File: config.mk
export PLATFORM = sky130hd
export DESIGN_NAME = timer_base_counter_compare
export DESIGN_NICKNAME = d
export VERILOG_FILES = /design/src/logic/timer_base_counter_compare.v
export VERILOG_INCLUDE_DIRS = /design/src /design/src/logic
export SDC_FILE = /design/constraint.sdc
export NUM_CORES = 1
export LEC_CHECK = 0
export BUFFER_PORTS_ARGS = -buffer_cell sky130_fd_sc_hd__clkbuf_2
export CAP_MARGIN = 20
export CORE_MARGIN = 2
export CORE_UTILIZATION = 50
export CTS_CLUSTER_SIZE = 40
export DETAILED_ROUTE_END_ITERATION = 8
export PLACE_DENSITY = 0.78
export SYNTH_ARGS = -nofsm -noshare
export SYNTH_HDL_FRONTEND = slang
export SYNTH_SLANG_ARGS = --single-unit
File: constraint.sdc
create_clock -name clk_sys -period 2.9 [get_ports clk_sys]
set_input_delay 0.29 -clock clk_sys [delete_from_list [all_inputs] [get_ports clk_sys]]
set_output_delay 0.29 -clock clk_sys [all_outputs]
set_load 0.05 [all_outputs]
File: src/logic/timer_base_regs.vh
// Register offsets, field positions, reset values and modes of the timer.
`ifndef TIMER_BASE_REGS_VH
`define TIMER_BASE_REGS_VH

// ==========================================================================
// Register offsets (byte addresses, one word each)
// ==========================================================================
`define OFF_CTRL_A 8'h00
`define OFF_CTRL_B 8'h04
`define OFF_CTRL_E 8'h08
`define OFF_BUF_FLAGS 8'h0c
`define OFF_EV_CTRL 8'h10
`define OFF_COUNT 8'h14
`define OFF_PERIOD 8'h18
`define OFF_PER_BUF 8'h1c
`define OFF_CMP0 8'h20
`define OFF_CMP1 8'h24
`define OFF_CMP2 8'h28
`define OFF_CMP_BUF0 8'h2c
`define OFF_CMP_BUF1 8'h30
`define OFF_CMP_BUF2 8'h34
`define OFF_MATCH_FLAGS 8'h38
`define OFF_STRIDE 8'h04

// ==========================================================================
// Field positions
// ==========================================================================
`define CA_ENABLE 0
`define CA_PSEL_LO 1
`define CA_PSEL_HI 3
`define CB_WAVE_LO 0
`define CB_WAVE_HI 2
`define CB_CHEN_LO 4
`define CB_CHEN_HI 6
`define CE_DIR 0
`define CE_LOCK 1
`define BF_PER 0
`define BF_CMP_LO 1
`define BF_CMP_HI 3
`define EV_CNT_EN 0
`define MF_CMP_LO 0
`define MF_CMP_HI 2
`define MF_UPDATE 3

// ==========================================================================
// Reset values and constants
// ==========================================================================
`define PERIOD_RST 16'hffff
`define COUNT_COUNT_A 16'h0000
`define COUNT_MAX 16'hffff
`define CMP_RST 16'h0000
`define WAVE_NORMAL 3'h0
`define WAVE_FREQ 3'h1
`define WAVE_SINGLE 3'h3
`define WAVE_DUAL_LO 3'h5
`define HTRANS_NONSEQ 2'h2
`define HTRANS_SEQ 2'h3

`endif

File: src/logic/timer_base_counter_compare.v
// 16-bit timer base counter with period, three compare channels, AHB-Lite.
//
// Added by the designer: the register addresses and the AHB-Lite register port.
`timescale 1ns/1ps
`include "timer_base_regs.vh"
// ==========================================================================
// Notes on behaviour
// ==========================================================================

module timer_base_counter_compare (
  // Clock and reset
  input wire clk_sys,
  input wire rst_b,
  // AHB-Lite slave
  input wire hsel,
  input wire [7:0] haddr,
  input wire [1:0] htrans,
  input wire hwrite,
  input wire [2:0] hsize,
  input wire hready,
  input wire [31:0] hwdata,
  output reg [31:0] hrdata,
  output reg hreadyout,
  output reg hresp,
  // Event input, asynchronous to clk_sys
  input wire event_in,
  // Waveform pins
  output reg [2:0] wave_pin_out,
  output reg [2:0] wave_pin_oe
);

  // ========================================================================
  // Bus slave
  // ========================================================================
  // Every transfer takes one wait state, so a read issued right after a
  // write always sees the written value without a forwarding path.
  reg pend_r;
  reg pend_wr_r;
  reg [7:0] pend_addr_r;
  wire take = hsel & hready & htrans[1];
  wire wr_en = pend_r & pend_wr_r;
  wire [31:0] wd = hwdata;

  wire wr_ctrl_a = wr_en & (pend_addr_r == `OFF_CTRL_A);
  wire wr_ctrl_b = wr_en & (pend_addr_r == `OFF_CTRL_B);
  wire wr_ctrl_e = wr_en & (pend_addr_r == `OFF_CTRL_E);
  wire wr_ev = wr_en & (pend_addr_r == `OFF_EV_CTRL);
  wire wr_count = wr_en & (pend_addr_r == `OFF_COUNT);
  wire wr_period = wr_en & (pend_addr_r == `OFF_PERIOD);
  wire wr_per_buf = wr_en & (pend_addr_r == `OFF_PER_BUF);
  wire wr_mflags = wr_en & (pend_addr_r == `OFF_MATCH_FLAGS);

  // ========================================================================
  // Control registers
  // ========================================================================
  reg enable_r;
  reg [2:0] prescaler_select_r;
  reg [2:0] waveform_mode_select_r;
  reg [2:0] compare_channel_enable_r;
  reg dir_down_r;
  reg lock_update_r;
  reg event_count_input_enable_r;
  reg [15:0] count_r;
  reg [15:0] period_r;
  reg [15:0] period_buffer_r;
  reg period_buffer_valid_r;
  reg update_flag_r;

  wire mode_freq = (waveform_mode_select_r == `WAVE_FREQ);
  wire mode_dual = (waveform_mode_select_r >= `WAVE_DUAL_LO);
  wire mode_wave = (waveform_mode_select_r != `WAVE_NORMAL);

  // ========================================================================
  // Prescaler and event input
  // ========================================================================
  reg [9:0] pre_cnt_r;
  reg [9:0] pre_mask;
  reg ev_s1_r;
  reg ev_s2_r;
  reg ev_s3_r;

  always @* begin
    case (prescaler_select_r)
      3'h0: pre_mask = 10'h000;
      3'h1: pre_mask = 10'h001;
      3'h2: pre_mask = 10'h003;
      3'h3: pre_mask = 10'h007;
      3'h4: pre_mask = 10'h00f;
      3'h5: pre_mask = 10'h03f;
      3'h6: pre_mask = 10'h0ff;
      default: pre_mask = 10'h3ff;
    endcase
  end

  wire pre_tick = ((pre_cnt_r & pre_mask) == pre_mask);
  wire ev_rise = ev_s2_r & ~ev_s3_r;
  // The timer tick: prescaled clock or events, only while enabled.
  wire tick = enable_r &
    (event_count_input_enable_r ? ev_rise : pre_tick);

  always @(posedge clk_sys) begin
    if (!rst_b) begin
      pre_cnt_r <= 10'h000;
      ev_s1_r <= 1'b0;
      ev_s2_r <= 1'b0;
      ev_s3_r <= 1'b0;
    end else begin
      ev_s1_r <= event_in;
      ev_s2_r <= ev_s1_r;
      ev_s3_r <= ev_s2_r;
      if (enable_r) begin
        pre_cnt_r <= pre_cnt_r + 10'h001;
      end else begin
        pre_cnt_r <= 10'h000;
      end
    end
  end

  // ========================================================================
  // Base counter: top, count_a and update condition
  // ========================================================================
  wire [15:0] cmp0_w;
  wire [15:0] top_val = mode_freq ? cmp0_w : period_r;
  wire at_count_a = (count_r == `COUNT_COUNT_A);
  wire at_max = (count_r == `COUNT_MAX);
  wire at_top = (count_r == top_val);
  // Dual-slope updates at count_a; otherwise at the end of the direction.
  wire update_cond = tick & (mode_dual ? (at_count_a & dir_down_r) :
    (dir_down_r ? at_count_a : at_top));
  wire do_update = update_cond & ~lock_update_r;

  reg [15:0] count_nxt;
  reg dir_nxt;
  always @* begin
    count_nxt = count_r;
    dir_nxt = dir_down_r;
    if (tick) begin
      if (!dir_down_r) begin
        if (at_top && mode_dual) begin
          dir_nxt = 1'b1;
          count_nxt = count_r - 16'h0001;
        end else if (at_top) begin
          count_nxt = `COUNT_COUNT_A;
        end else if (at_max) begin
          count_nxt = `COUNT_COUNT_A;
        end else begin
          count_nxt = count_r + 16'h0001;
        end
      end else begin
        if (at_count_a && mode_dual) begin
          dir_nxt = 1'b0;
          count_nxt = count_r + 16'h0001;
        end else if (at_count_a) begin
          count_nxt = period_r;
        end else begin
          count_nxt = count_r - 16'h0001;
        end
      end
    end
    if (wr_ctrl_e) begin
      dir_nxt = wd[`CE_DIR];
    end
    if (wr_count) begin
      count_nxt = wd[15:0];
    end
  end

  always @(posedge clk_sys) begin
    if (!rst_b) begin
      enable_r <= 1'b0;
      prescaler_select_r <= 3'h0;
      waveform_mode_select_r <= `WAVE_NORMAL;
      compare_channel_enable_r <= 3'h0;
      dir_down_r <= 1'b0;
      lock_update_r <= 1'b0;
      event_count_input_enable_r <= 1'b0;
      count_r <= `COUNT_COUNT_A;
      period_r <= `PERIOD_RST;
      period_buffer_r <= `PERIOD_RST;
      period_buffer_valid_r <= 1'b0;
      update_flag_r <= 1'b0;
    end else begin
      count_r <= count_nxt;
      dir_down_r <= dir_nxt;
      if (wr_ctrl_a) begin
        enable_r <= wd[`CA_ENABLE];
        prescaler_select_r <= wd[`CA_PSEL_HI:`CA_PSEL_LO];
      end
      if (wr_ctrl_b) begin
        waveform_mode_select_r <= wd[`CB_WAVE_HI:`CB_WAVE_LO];
        compare_channel_enable_r <= wd[`CB_CHEN_HI:`CB_CHEN_LO];
      end
      if (wr_ctrl_e) begin
        lock_update_r <= wd[`CE_LOCK];
      end
      if (wr_ev) begin
        event_count_input_enable_r <= wd[`EV_CNT_EN];
      end
      if (do_update && period_buffer_valid_r) begin
        period_r <= period_buffer_r;
      end
      if (wr_period) begin
        period_r <= wd[15:0];
      end
      // A buffer write in the update cycle keeps its flag: set wins.
      if (wr_per_buf) begin
        period_buffer_r <= wd[15:0];
        period_buffer_valid_r <= 1'b1;
      end else if (do_update) begin
        period_buffer_valid_r <= 1'b0;
      end
      if (update_cond) begin
        update_flag_r <= 1'b1;
      end else if (wr_mflags && wd[`MF_UPDATE]) begin
        update_flag_r <= 1'b0;
      end
    end
  end

  // ========================================================================
  // Compare channels
  // ========================================================================
  wire [15:0] cmp_w [0:2];
  wire [15:0] cbuf_w [0:2];
  wire [2:0] cbv_w;
  wire [2:0] flag_w;
  wire [2:0] wave_w;
  assign cmp0_w = cmp_w[0];

  genvar gi;
  generate
    for (gi = 0; gi < 3; gi = gi + 1) begin : g_chan
      reg [15:0] compare_value_r;
      reg [15:0] compare_buffer_r;
      reg compare_buffer_valid_r;
      reg flag_r;
      reg wave_r;
      wire [31:0] off_c = `OFF_CMP0 + `OFF_STRIDE * gi;
      wire [31:0] off_b = `OFF_CMP_BUF0 + `OFF_STRIDE * gi;
      wire wr_c = wr_en & (pend_addr_r == off_c[7:0]);
      wire wr_b = wr_en & (pend_addr_r == off_b[7:0]);
      // Match is taken on a tick against the compare in use for this count.
      wire match = tick & (count_r == compare_value_r);
      assign cmp_w[gi] = compare_value_r;
      assign cbuf_w[gi] = compare_buffer_r;
      assign cbv_w[gi] = compare_buffer_valid_r;
      assign flag_w[gi] = flag_r;
      assign wave_w[gi] = wave_r;

      always @(posedge clk_sys) begin
        if (!rst_b) begin
          compare_value_r <= `CMP_RST;
          compare_buffer_r <= `CMP_RST;
          compare_buffer_valid_r <= 1'b0;
          flag_r <= 1'b0;
          wave_r <= 1'b0;
        end else begin
          if (wr_c) begin
            compare_value_r <= wd[15:0];
          end else if (do_update && compare_buffer_valid_r) begin
            compare_value_r <= compare_buffer_r;
          end
          if (wr_b) begin
            compare_buffer_r <= wd[15:0];
            compare_buffer_valid_r <= 1'b1;
          end else if (do_update) begin
            compare_buffer_valid_r <= 1'b0;
          end
          if (match) begin
            flag_r <= 1'b1;
          end else if (wr_mflags && wd[`MF_CMP_LO + gi]) begin
            flag_r <= 1'b0;
          end
          if (tick) begin
            if (mode_freq) begin
              if (match) begin
                wave_r <= ~wave_r;
              end
            end else if (mode_dual) begin
              if (match) begin
                wave_r <= dir_down_r;
              end else if (at_count_a) begin
                wave_r <= 1'b1;
              end
            end else if (mode_wave) begin
              if (match) begin
                wave_r <= 1'b0;
              end else if (at_count_a) begin
                wave_r <= 1'b1;
              end
            end
          end
        end
      end
    end
  endgenerate

  // ========================================================================
  // Pin override and bus read path
  // ========================================================================
  reg [31:0] rd_mux;
  always @* begin
    rd_mux = 32'h0000_0000;
    case (pend_addr_r)
      `OFF_CTRL_A: rd_mux = {28'h0000000, prescaler_select_r, enable_r};
      `OFF_CTRL_B: rd_mux = {25'h0000000, compare_channel_enable_r,
        1'b0, waveform_mode_select_r};
      `OFF_CTRL_E: rd_mux = {30'h00000000, lock_update_r, dir_down_r};
      `OFF_BUF_FLAGS: rd_mux = {28'h0000000, cbv_w, period_buffer_valid_r};
      `OFF_EV_CTRL: rd_mux = {31'h00000000, event_count_input_enable_r};
      `OFF_COUNT: rd_mux = {16'h0000, count_r};
      `OFF_PERIOD: rd_mux = {16'h0000, period_r};
      `OFF_PER_BUF: rd_mux = {16'h0000, period_buffer_r};
      `OFF_CMP0: rd_mux = {16'h0000, cmp_w[0]};
      `OFF_CMP1: rd_mux = {16'h0000, cmp_w[1]};
      `OFF_CMP2: rd_mux = {16'h0000, cmp_w[2]};
      `OFF_CMP_BUF0: rd_mux = {16'h0000, cbuf_w[0]};
      `OFF_CMP_BUF1: rd_mux = {16'h0000, cbuf_w[1]};
      `OFF_CMP_BUF2: rd_mux = {16'h0000, cbuf_w[2]};
      `OFF_MATCH_FLAGS: rd_mux = {28'h0000000, update_flag_r, flag_w};
      default: rd_mux = 32'h0000_0000;
    endcase
  end

  always @(posedge clk_sys) begin
    if (!rst_b) begin
      pend_r <= 1'b0;
      pend_wr_r <= 1'b0;
      pend_addr_r <= 8'h00;
      hrdata <= 32'h0000_0000;
      hreadyout <= 1'b1;
      hresp <= 1'b0;
      wave_pin_out <= 3'h0;
      wave_pin_oe <= 3'h0;
    end else begin
      hresp <= 1'b0;
      if (pend_r) begin
        pend_r <= 1'b0;
        hreadyout <= 1'b1;
        if (!pend_wr_r) begin
          hrdata <= rd_mux;
        end
      end else if (take) begin
        pend_r <= 1'b1;
        pend_wr_r <= hwrite;
        pend_addr_r <= {haddr[7:2], 2'b00};
        hreadyout <= 1'b0;
      end
      wave_pin_oe <= compare_channel_enable_r & {3{mode_wave}};
      wave_pin_out <= wave_w & compare_channel_enable_r &
        {3{mode_wave}};
    end
  end

endmodule // timer_base_counter_compare

Word-level counts from Yosys, hierarchy flattened
Cells that the tools add are included.
{"block": "classes", "n_reduce_logical": 36, "addsub": 3, "n_eq_ne": 30, "n_lt_le_gt_ge": 1, "n_mux": 62, "n_bitwise": 37}
{"operator": "16-bit two-way mux", "count": 17}
{"operator": "16-bit case mux with 15 select lines", "count": 1}
{"operator": "10-bit case mux with 7 select lines", "count": 1}
{"operator": "16-bit == test", "count": 4}
{"operator": "1-bit two-way mux", "count": 43}
{"operator": "6-bit by 4-bit == test with 1-bit output (second input constant)", "count": 7}
{"operator": "2-bit nonzero test", "count": 14}
{"operator": "1-bit AND", "count": 25}
{"operator": "6-bit by 3-bit == test with 1-bit output (second input constant)", "count": 4}
{"operator": "16-bit by 1-bit adder with 16-bit output (second input constant)", "count": 1}
{"operator": "16-bit == test (second input constant)", "count": 1}
{"operator": "16-bit zero test", "count": 1}
{"operator": "16-bit by 1-bit subtractor with 16-bit output (second input constant)", "count": 1}
{"operator": "6-bit by 2-bit == test with 1-bit output (second input constant)", "count": 2}
{"operator": "10-bit by 1-bit adder with 10-bit output (second input constant)", "count": 1}
{"operator": "10-bit AND", "count": 1}
{"operator": "10-bit == test", "count": 1}
{"operator": "1-bit logical AND", "count": 10}
{"operator": "3-bit AND", "count": 3}
{"operator": "3-bit == test (second input constant)", "count": 3}
{"operator": "3-bit AND reduction", "count": 3}
{"operator": "8-bit zero test", "count": 1}
{"operator": "1-bit inverter", "count": 8}
{"operator": "3-bit by 1-bit == test with 1-bit output (second input constant)", "count": 2}
{"operator": "other kinds (8)", "count": 14}
{"block": "totals", "output_inout_bits": 40, "ff_bits": 228, "in_bits": 51}

Depth between registers and ports, before layout
{"block": "logic_depth", "word_depth": 11, "depth_mapped": 12, "ltp_nobuf": 9}

Worst setup path before layout
OpenSTA, ideal clock, no wires.
{"block": "synth_path", "path_kind": "flip-flop to flip-flop", "startpoint": "reg waveform_mode_select_r[0]", "endpoint": "reg count_r[13]", "stages_incl_launch_ff": 13, "arrival_time_ps": 2409, "synth_period_minus_slack_ps": 2531, "required_time_ps": 2778, "setup_slack_ps": 369, "path_cell_list": "dfxtp_1 -> buf_4 -> or3b_1 -> buf_2 -> nand2_1 -> a21oi_1 -> a2111oi_4 -> and3_1 -> buf_6 -> or2_1 -> buf_4 -> o22ai_1 -> o311a_1"}
{"block": "synth_between", "elab_chain_len": 8, "word_cells_on_any_way": 12}
{"element": "start, declared", "line": "timer_base_counter_compare.v:58", "source": "reg [2:0] waveform_mode_select_r;"}
{"element": "start signal, assigned", "line": "timer_base_counter_compare.v:172", "source": "waveform_mode_select_r <= `WAVE_NORMAL;"}
{"element": "start signal, assigned", "line": "timer_base_counter_compare.v:190", "source": "waveform_mode_select_r <= wd[`CB_WAVE_HI:`CB_WAVE_LO];"}
{"element": "3-bit by 1-bit == test with 1-bit output (no source line)"}
{"element": "16-bit two-way mux", "line": "timer_base_counter_compare.v:123", "source": "wire [15:0] top_val = mode_freq ? cmp0_w : period_r;"}
{"element": "16-bit == test", "line": "timer_base_counter_compare.v:126", "source": "wire at_top = (count_r == top_val);"}
{"element": "16-bit two-way mux or 1-bit logical AND (tied branches)", "line": "timer_base_counter_compare.v:142, timer_base_counter_compare.v:139"}
{"element": "16-bit two-way mux", "line": "timer_base_counter_compare.v:139", "source": "if (at_top && mode_dual) begin"}
{"element": "16-bit two-way mux (*)", "line": "timer_base_counter_compare.v:138", "source": "if (!dir_down_r) begin"}
{"element": "16-bit two-way mux (*)", "line": "timer_base_counter_compare.v:137", "source": "if (tick) begin"}
{"element": "16-bit two-way mux (*)", "line": "timer_base_counter_compare.v:163", "source": "if (wr_count) begin"}
{"element": "end signal, assigned", "line": "timer_base_counter_compare.v:177", "source": "count_r <= `COUNT_COUNT_A;"}
{"element": "end signal, assigned", "line": "timer_base_counter_compare.v:183", "source": "count_r <= count_nxt;"}
{"element": "end, declared", "line": "timer_base_counter_compare.v:63", "source": "reg [15:0] count_r;"}
Mark *: on every way between the ends. The rest lies on a longest branch, timed or not. The select of a mux whose other input is x is not followed.
A chain may end at the register's enable or synchronous reset.

Worst setup path in the final report
{"block": "layout_path", "startpoint": "reg count_r[5]", "endpoint": "reg g_chan[0].compare_value_r[0], in the netlist cmp0_w[0]"}
{"block": "layout_between", "elab_chain_len": 7, "word_cells_on_any_way": 9}
{"element": "16-bit == test or 16-bit zero test (tied branches)"}
{"element": "1-bit two-way mux or 1-bit AND (tied branches)", "line": "timer_base_counter_compare.v:129, timer_base_counter_compare.v:128"}
{"element": "1-bit two-way mux (*)", "line": "timer_base_counter_compare.v:128", "source": "wire update_cond = tick & (mode_dual ? (at_count_a & dir_down_r) :"}
{"element": "1-bit AND (*)", "line": "timer_base_counter_compare.v:128"}
{"element": "1-bit AND (*)", "line": "timer_base_counter_compare.v:130", "source": "wire do_update = update_cond & ~lock_update_r;"}
{"element": "1-bit logical AND (*)", "line": "timer_base_counter_compare.v:260", "source": "end else if (do_update && compare_buffer_valid_r) begin"}
{"element": "2-bit nonzero test (no source line) (*)"}
{"element": "end signal, assigned", "line": "timer_base_counter_compare.v:252", "source": "compare_value_r <= `CMP_RST;"}
{"element": "end signal, assigned", "line": "timer_base_counter_compare.v:259", "source": "compare_value_r <= wd[15:0];"}
{"element": "end signal, assigned", "line": "timer_base_counter_compare.v:261", "source": "compare_value_r <= compare_buffer_r;"}
{"element": "end, declared", "line": "timer_base_counter_compare.v:233", "source": "reg [15:0] compare_value_r;"}
Mark *: on every way between the ends. The rest lies on a longest branch, timed or not.

==> impl_metrics.py <==
metrics = {
    "run_status": {
        "outcome": "finished clean",
    },
    "floorplanning": {
        "ios": 91,
        "die-area_mm2": 0.02565,
        "die_w_um": 160.2,
        "die_y_um": 160.2,
        "initial_utilization_pct": 50.58,
        "core_mm2": 0.02411,
        "placementRows": 57,
    },
    "timing": {
        "setup-tns-final_ps": 0,
        "skew_ps": 18.60,
        "fmax_ghz": 0.3625,
        "max_slew_margin_pct": 45.56,
        "drv_slew": 0,
        "rsz0062_at_grt": "false",
        "tightest_slew_ps": 816.6,
        "fin_crit_ps": 2759,
        "finalSetupViolations": 0,
        "hold_viol": 0,
        "period_share_pct": 95.12,
    },
    "clock_tree": {
        "cts.clk_slew.worst_paths_ps": 60,
        "tritoncts": "done",
        "root_buffer": "clkbuf_16",
        "numCtsBuffers": 24,
        "cts_max_path_buffers": 3,
        "htreeDepth": 1,
        "clk_latency_ps": 540,
        "cts.sinks": 212,
    },
    "synth": {
        "synth_area_leader_cell": "dfxtp_1",
        "synth_adder_area_share_pct": 0.4105,
        "ys_seq_elements": 212,
        "synth_edf_count": 0,
        "synth_cell_types": 73,
        "synth_top_family_by_area": "compound AO/OA/AOI/OAI gates",
        "synth_top_area_share_pct": 34.81,
        "syn-cell-area_mm2": 0.01219,
        "ys_seq_area_share_pct": 34.81,
        "synthFlopType": "dfxtp_1",
        "synthCells": 1540,
        "synth.mux.area_fraction_pct": 7.338,
        "synth_xor_xnor_area_share_pct": 6.106,
        "avgSynthCellArea_um2": 7.917,
        "async_flop_share_pct": 0,
        "yosys_warnings": 0,
        "yosys.area_share.simple_pct": 22.12,
        "synth_area_leaders": "dfxtp_1 (35%), nand2_1 (9.1%), mux2i_1 (6.3%)",
        "synth_compound_area_share_pct": 22.81,
    },
    "pwr": {
        "p_leak_uw": 0.005370,
        "powerDensity_mw_per_mm2": 458.5,
        "vdd_drop_max_v": 0.0004675,
        "power_uw": 6396,
    },
    "layout": {
        "antenna_cells": 0,
        "area_growth_pct": 14.41,
        "drive_above_1_share_pct": 13.94,
        "instances_no_fill": 1917,
        "finalNetCount": 1631,
    },
    "route": {
        "drtIter0Drc": 1192,
        "wl_per_cell_um": 21.39,
        "via_count": 12025,
        "firstDrtPassIters": 6,
        "drtAntennaViolNets": 0,
        "drt_wl_total_um": 41000,
        "drc": 0,
        "vias_per_cell": 6.273,
    },
    "critical_path": {
        "crit_required_ps": 3340,
        "setup.worst_path.start": "count_r[5]",
        "startpoint_type": "flip-flop",
        "worst-endpoint-arrival_ps": 3200,
        "cp-end-kind": "flip-flop",
        "worstSetupPathType": "reg2reg",
        "regToRegStartpoint": "count_r[5]",
        "cp_max_fo": 15,
    },
    "job": {
        "maxCapViolCount": 0,
    },
    "place": {
        "dp_cells": 1867,
        "dp_hpwl_um": 29060,
        "gp_congestion": 0.9851,
        "io_buffers": 51,
    },
    "global_routing": {
        "gr-total-overflow": 0,
        "grt_usage_pct": 31.09,
        "antenna_found_initial": 1,
        "grt_max_degree": 147,
        "grt_pass1_wl_um": 63240,
        "first_global_vias": 11021,
    },
    "hold_path": {
        "min_path_type": "in2reg",
        "min_from": "haddr[2]",
    },
}
## power by group
part | leakage, uW | total (uW) | internal [uW] | switching (uW)
clock network | 0.000400 | 3160 | 1870 | 1290
logic | 0.00326 | 306 | 76.3 | 230
registers | 0.00171 | 2930 | 2920 | 9.35
## cells in the mapped netlist, drive strengths merged (8+ instances only)
library cell	number
nor2	103
o211a	30
o22ai	9
dfxtp	212
nand2	297
a311oi	16
mux2i	77
and3	18
xnor2	57
inv	17
a211oi	8
a221oi	8
a31oi	14
buf	55
a22oi	52
nand4	17
o31a	19
nand3	65
o211ai	9
and2	15
nor3	28
a21oi	47
o21ai	63
o2111ai	12
nor2b	13
clkbuf	100
nor4	10
a21boi	52
xor2	28
## per-stage QoR
step / util [%] / hold slack (ps) / worst slack (ps) / area (um^2)
CTS: 57.78 / 14.29 / 63.97 / 13930
detailed placement: 54.08 / 431.0 / 74.84 / 13040
global route: 57.86 / 47.92 / 29.99 / 13950
floorplan: - / 411.9 / 369.4 / 12250
finish: 57.86 / 26.80 / 141.5 / 13950
global placement: 54.08 / 419.9 / 124.2 / 13040
## registers in the layout (all words and copies together), names as in the netlist, 6 cells and up
register                 cells
pend_addr_r                  6
cmp0_w                      16
count_r                     16
hrdata                      16
period_buffer_r             16
pre_cnt_r                   10
g_chan.compare_value_r      32
period_r                    16
g_chan.compare_buffer_r     48
## worst paths after layout
path / to / slack, ps / depth (start not counted)
setup / recovery: cmp0_w[0] / 140 / 9
hold / removal: pend_addr_r[2] / 30 / 3
setup reg to reg: cmp0_w[0] / 140 / 9
hold reg to reg: ev_s2_r / 440 / 1
## final cells by class
type                       instances  area [um^2]
clock buffer                      36        705.7
multi-input combinational       1170         7289
fill                            2199        10160
clock inverter                     7        115.1
timing repair buffer             149         1111
tap                              324        405.4
sequential                       212         4250
inverter                          19        71.32
## cells by family after synthesis
logic type	after synthesis
AND/OR/NAND/NOR	599
AO/OA/AOI/OAI	379
flip-flops	212
buffers and inverters	174
multiplexers	86
XOR/XNOR	85
adder cells (fa/ha/maj)	4
other	1
## per-layer routing
metal	track usage (%)	wire (um)	up-vias
met5	0	0	-
met3	6.000	4504	119
met1	43.50	17040	5699
met4	11.55	1528	0
met2	47.66	17930	685
li1	-	-	5522
## repair_timing
| item | CTS | global route |
|---|---|---|
| endpoints found under the setup margin | 0 | 67 |
| hold endpoints to repair | 7 | 0 |
| resized for setup | 0 | 9 |
| setup buffers | 0 | 0 |
| hold buffers | 7 | 0 |
## worst max-delay path, stage by stage, from the launching register on
cell and delay [ps]:
dfxtp_1 480, xor2_1 140, nor4_2 310, nand3_1 170
a2111oi_4 500, nand4_4 270, o21ai_4 290, buf_12 170
nor2_1 50, a311oi_1 270
## placed cells by master (no fill, tap or decap), types with 24 or more instances in the layout
| cell type | Yosys | routed |
|---|---|---|
| a21oi_1 | 47 | 47 |
| nor2_1 | 103 | 101 |
| dfxtp_1 | 212 | 207 |
| o211a_1 | 30 | 30 |
| nand3_1 | 65 | 65 |
| xor2_1 | 28 | 28 |
| buf_4 | 20 | 84 |
| clkbuf_2 | 0 | 50 |
| a21boi_0 | 52 | 52 |
| nand2_1 | 296 | 296 |
| o21ai_0 | 58 | 58 |
| clkbuf_16 | 0 | 24 |
| mux2i_1 | 77 | 77 |
| a22oi_1 | 52 | 52 |
| xnor2_1 | 57 | 57 |
(Power assumes the default switching activity.)
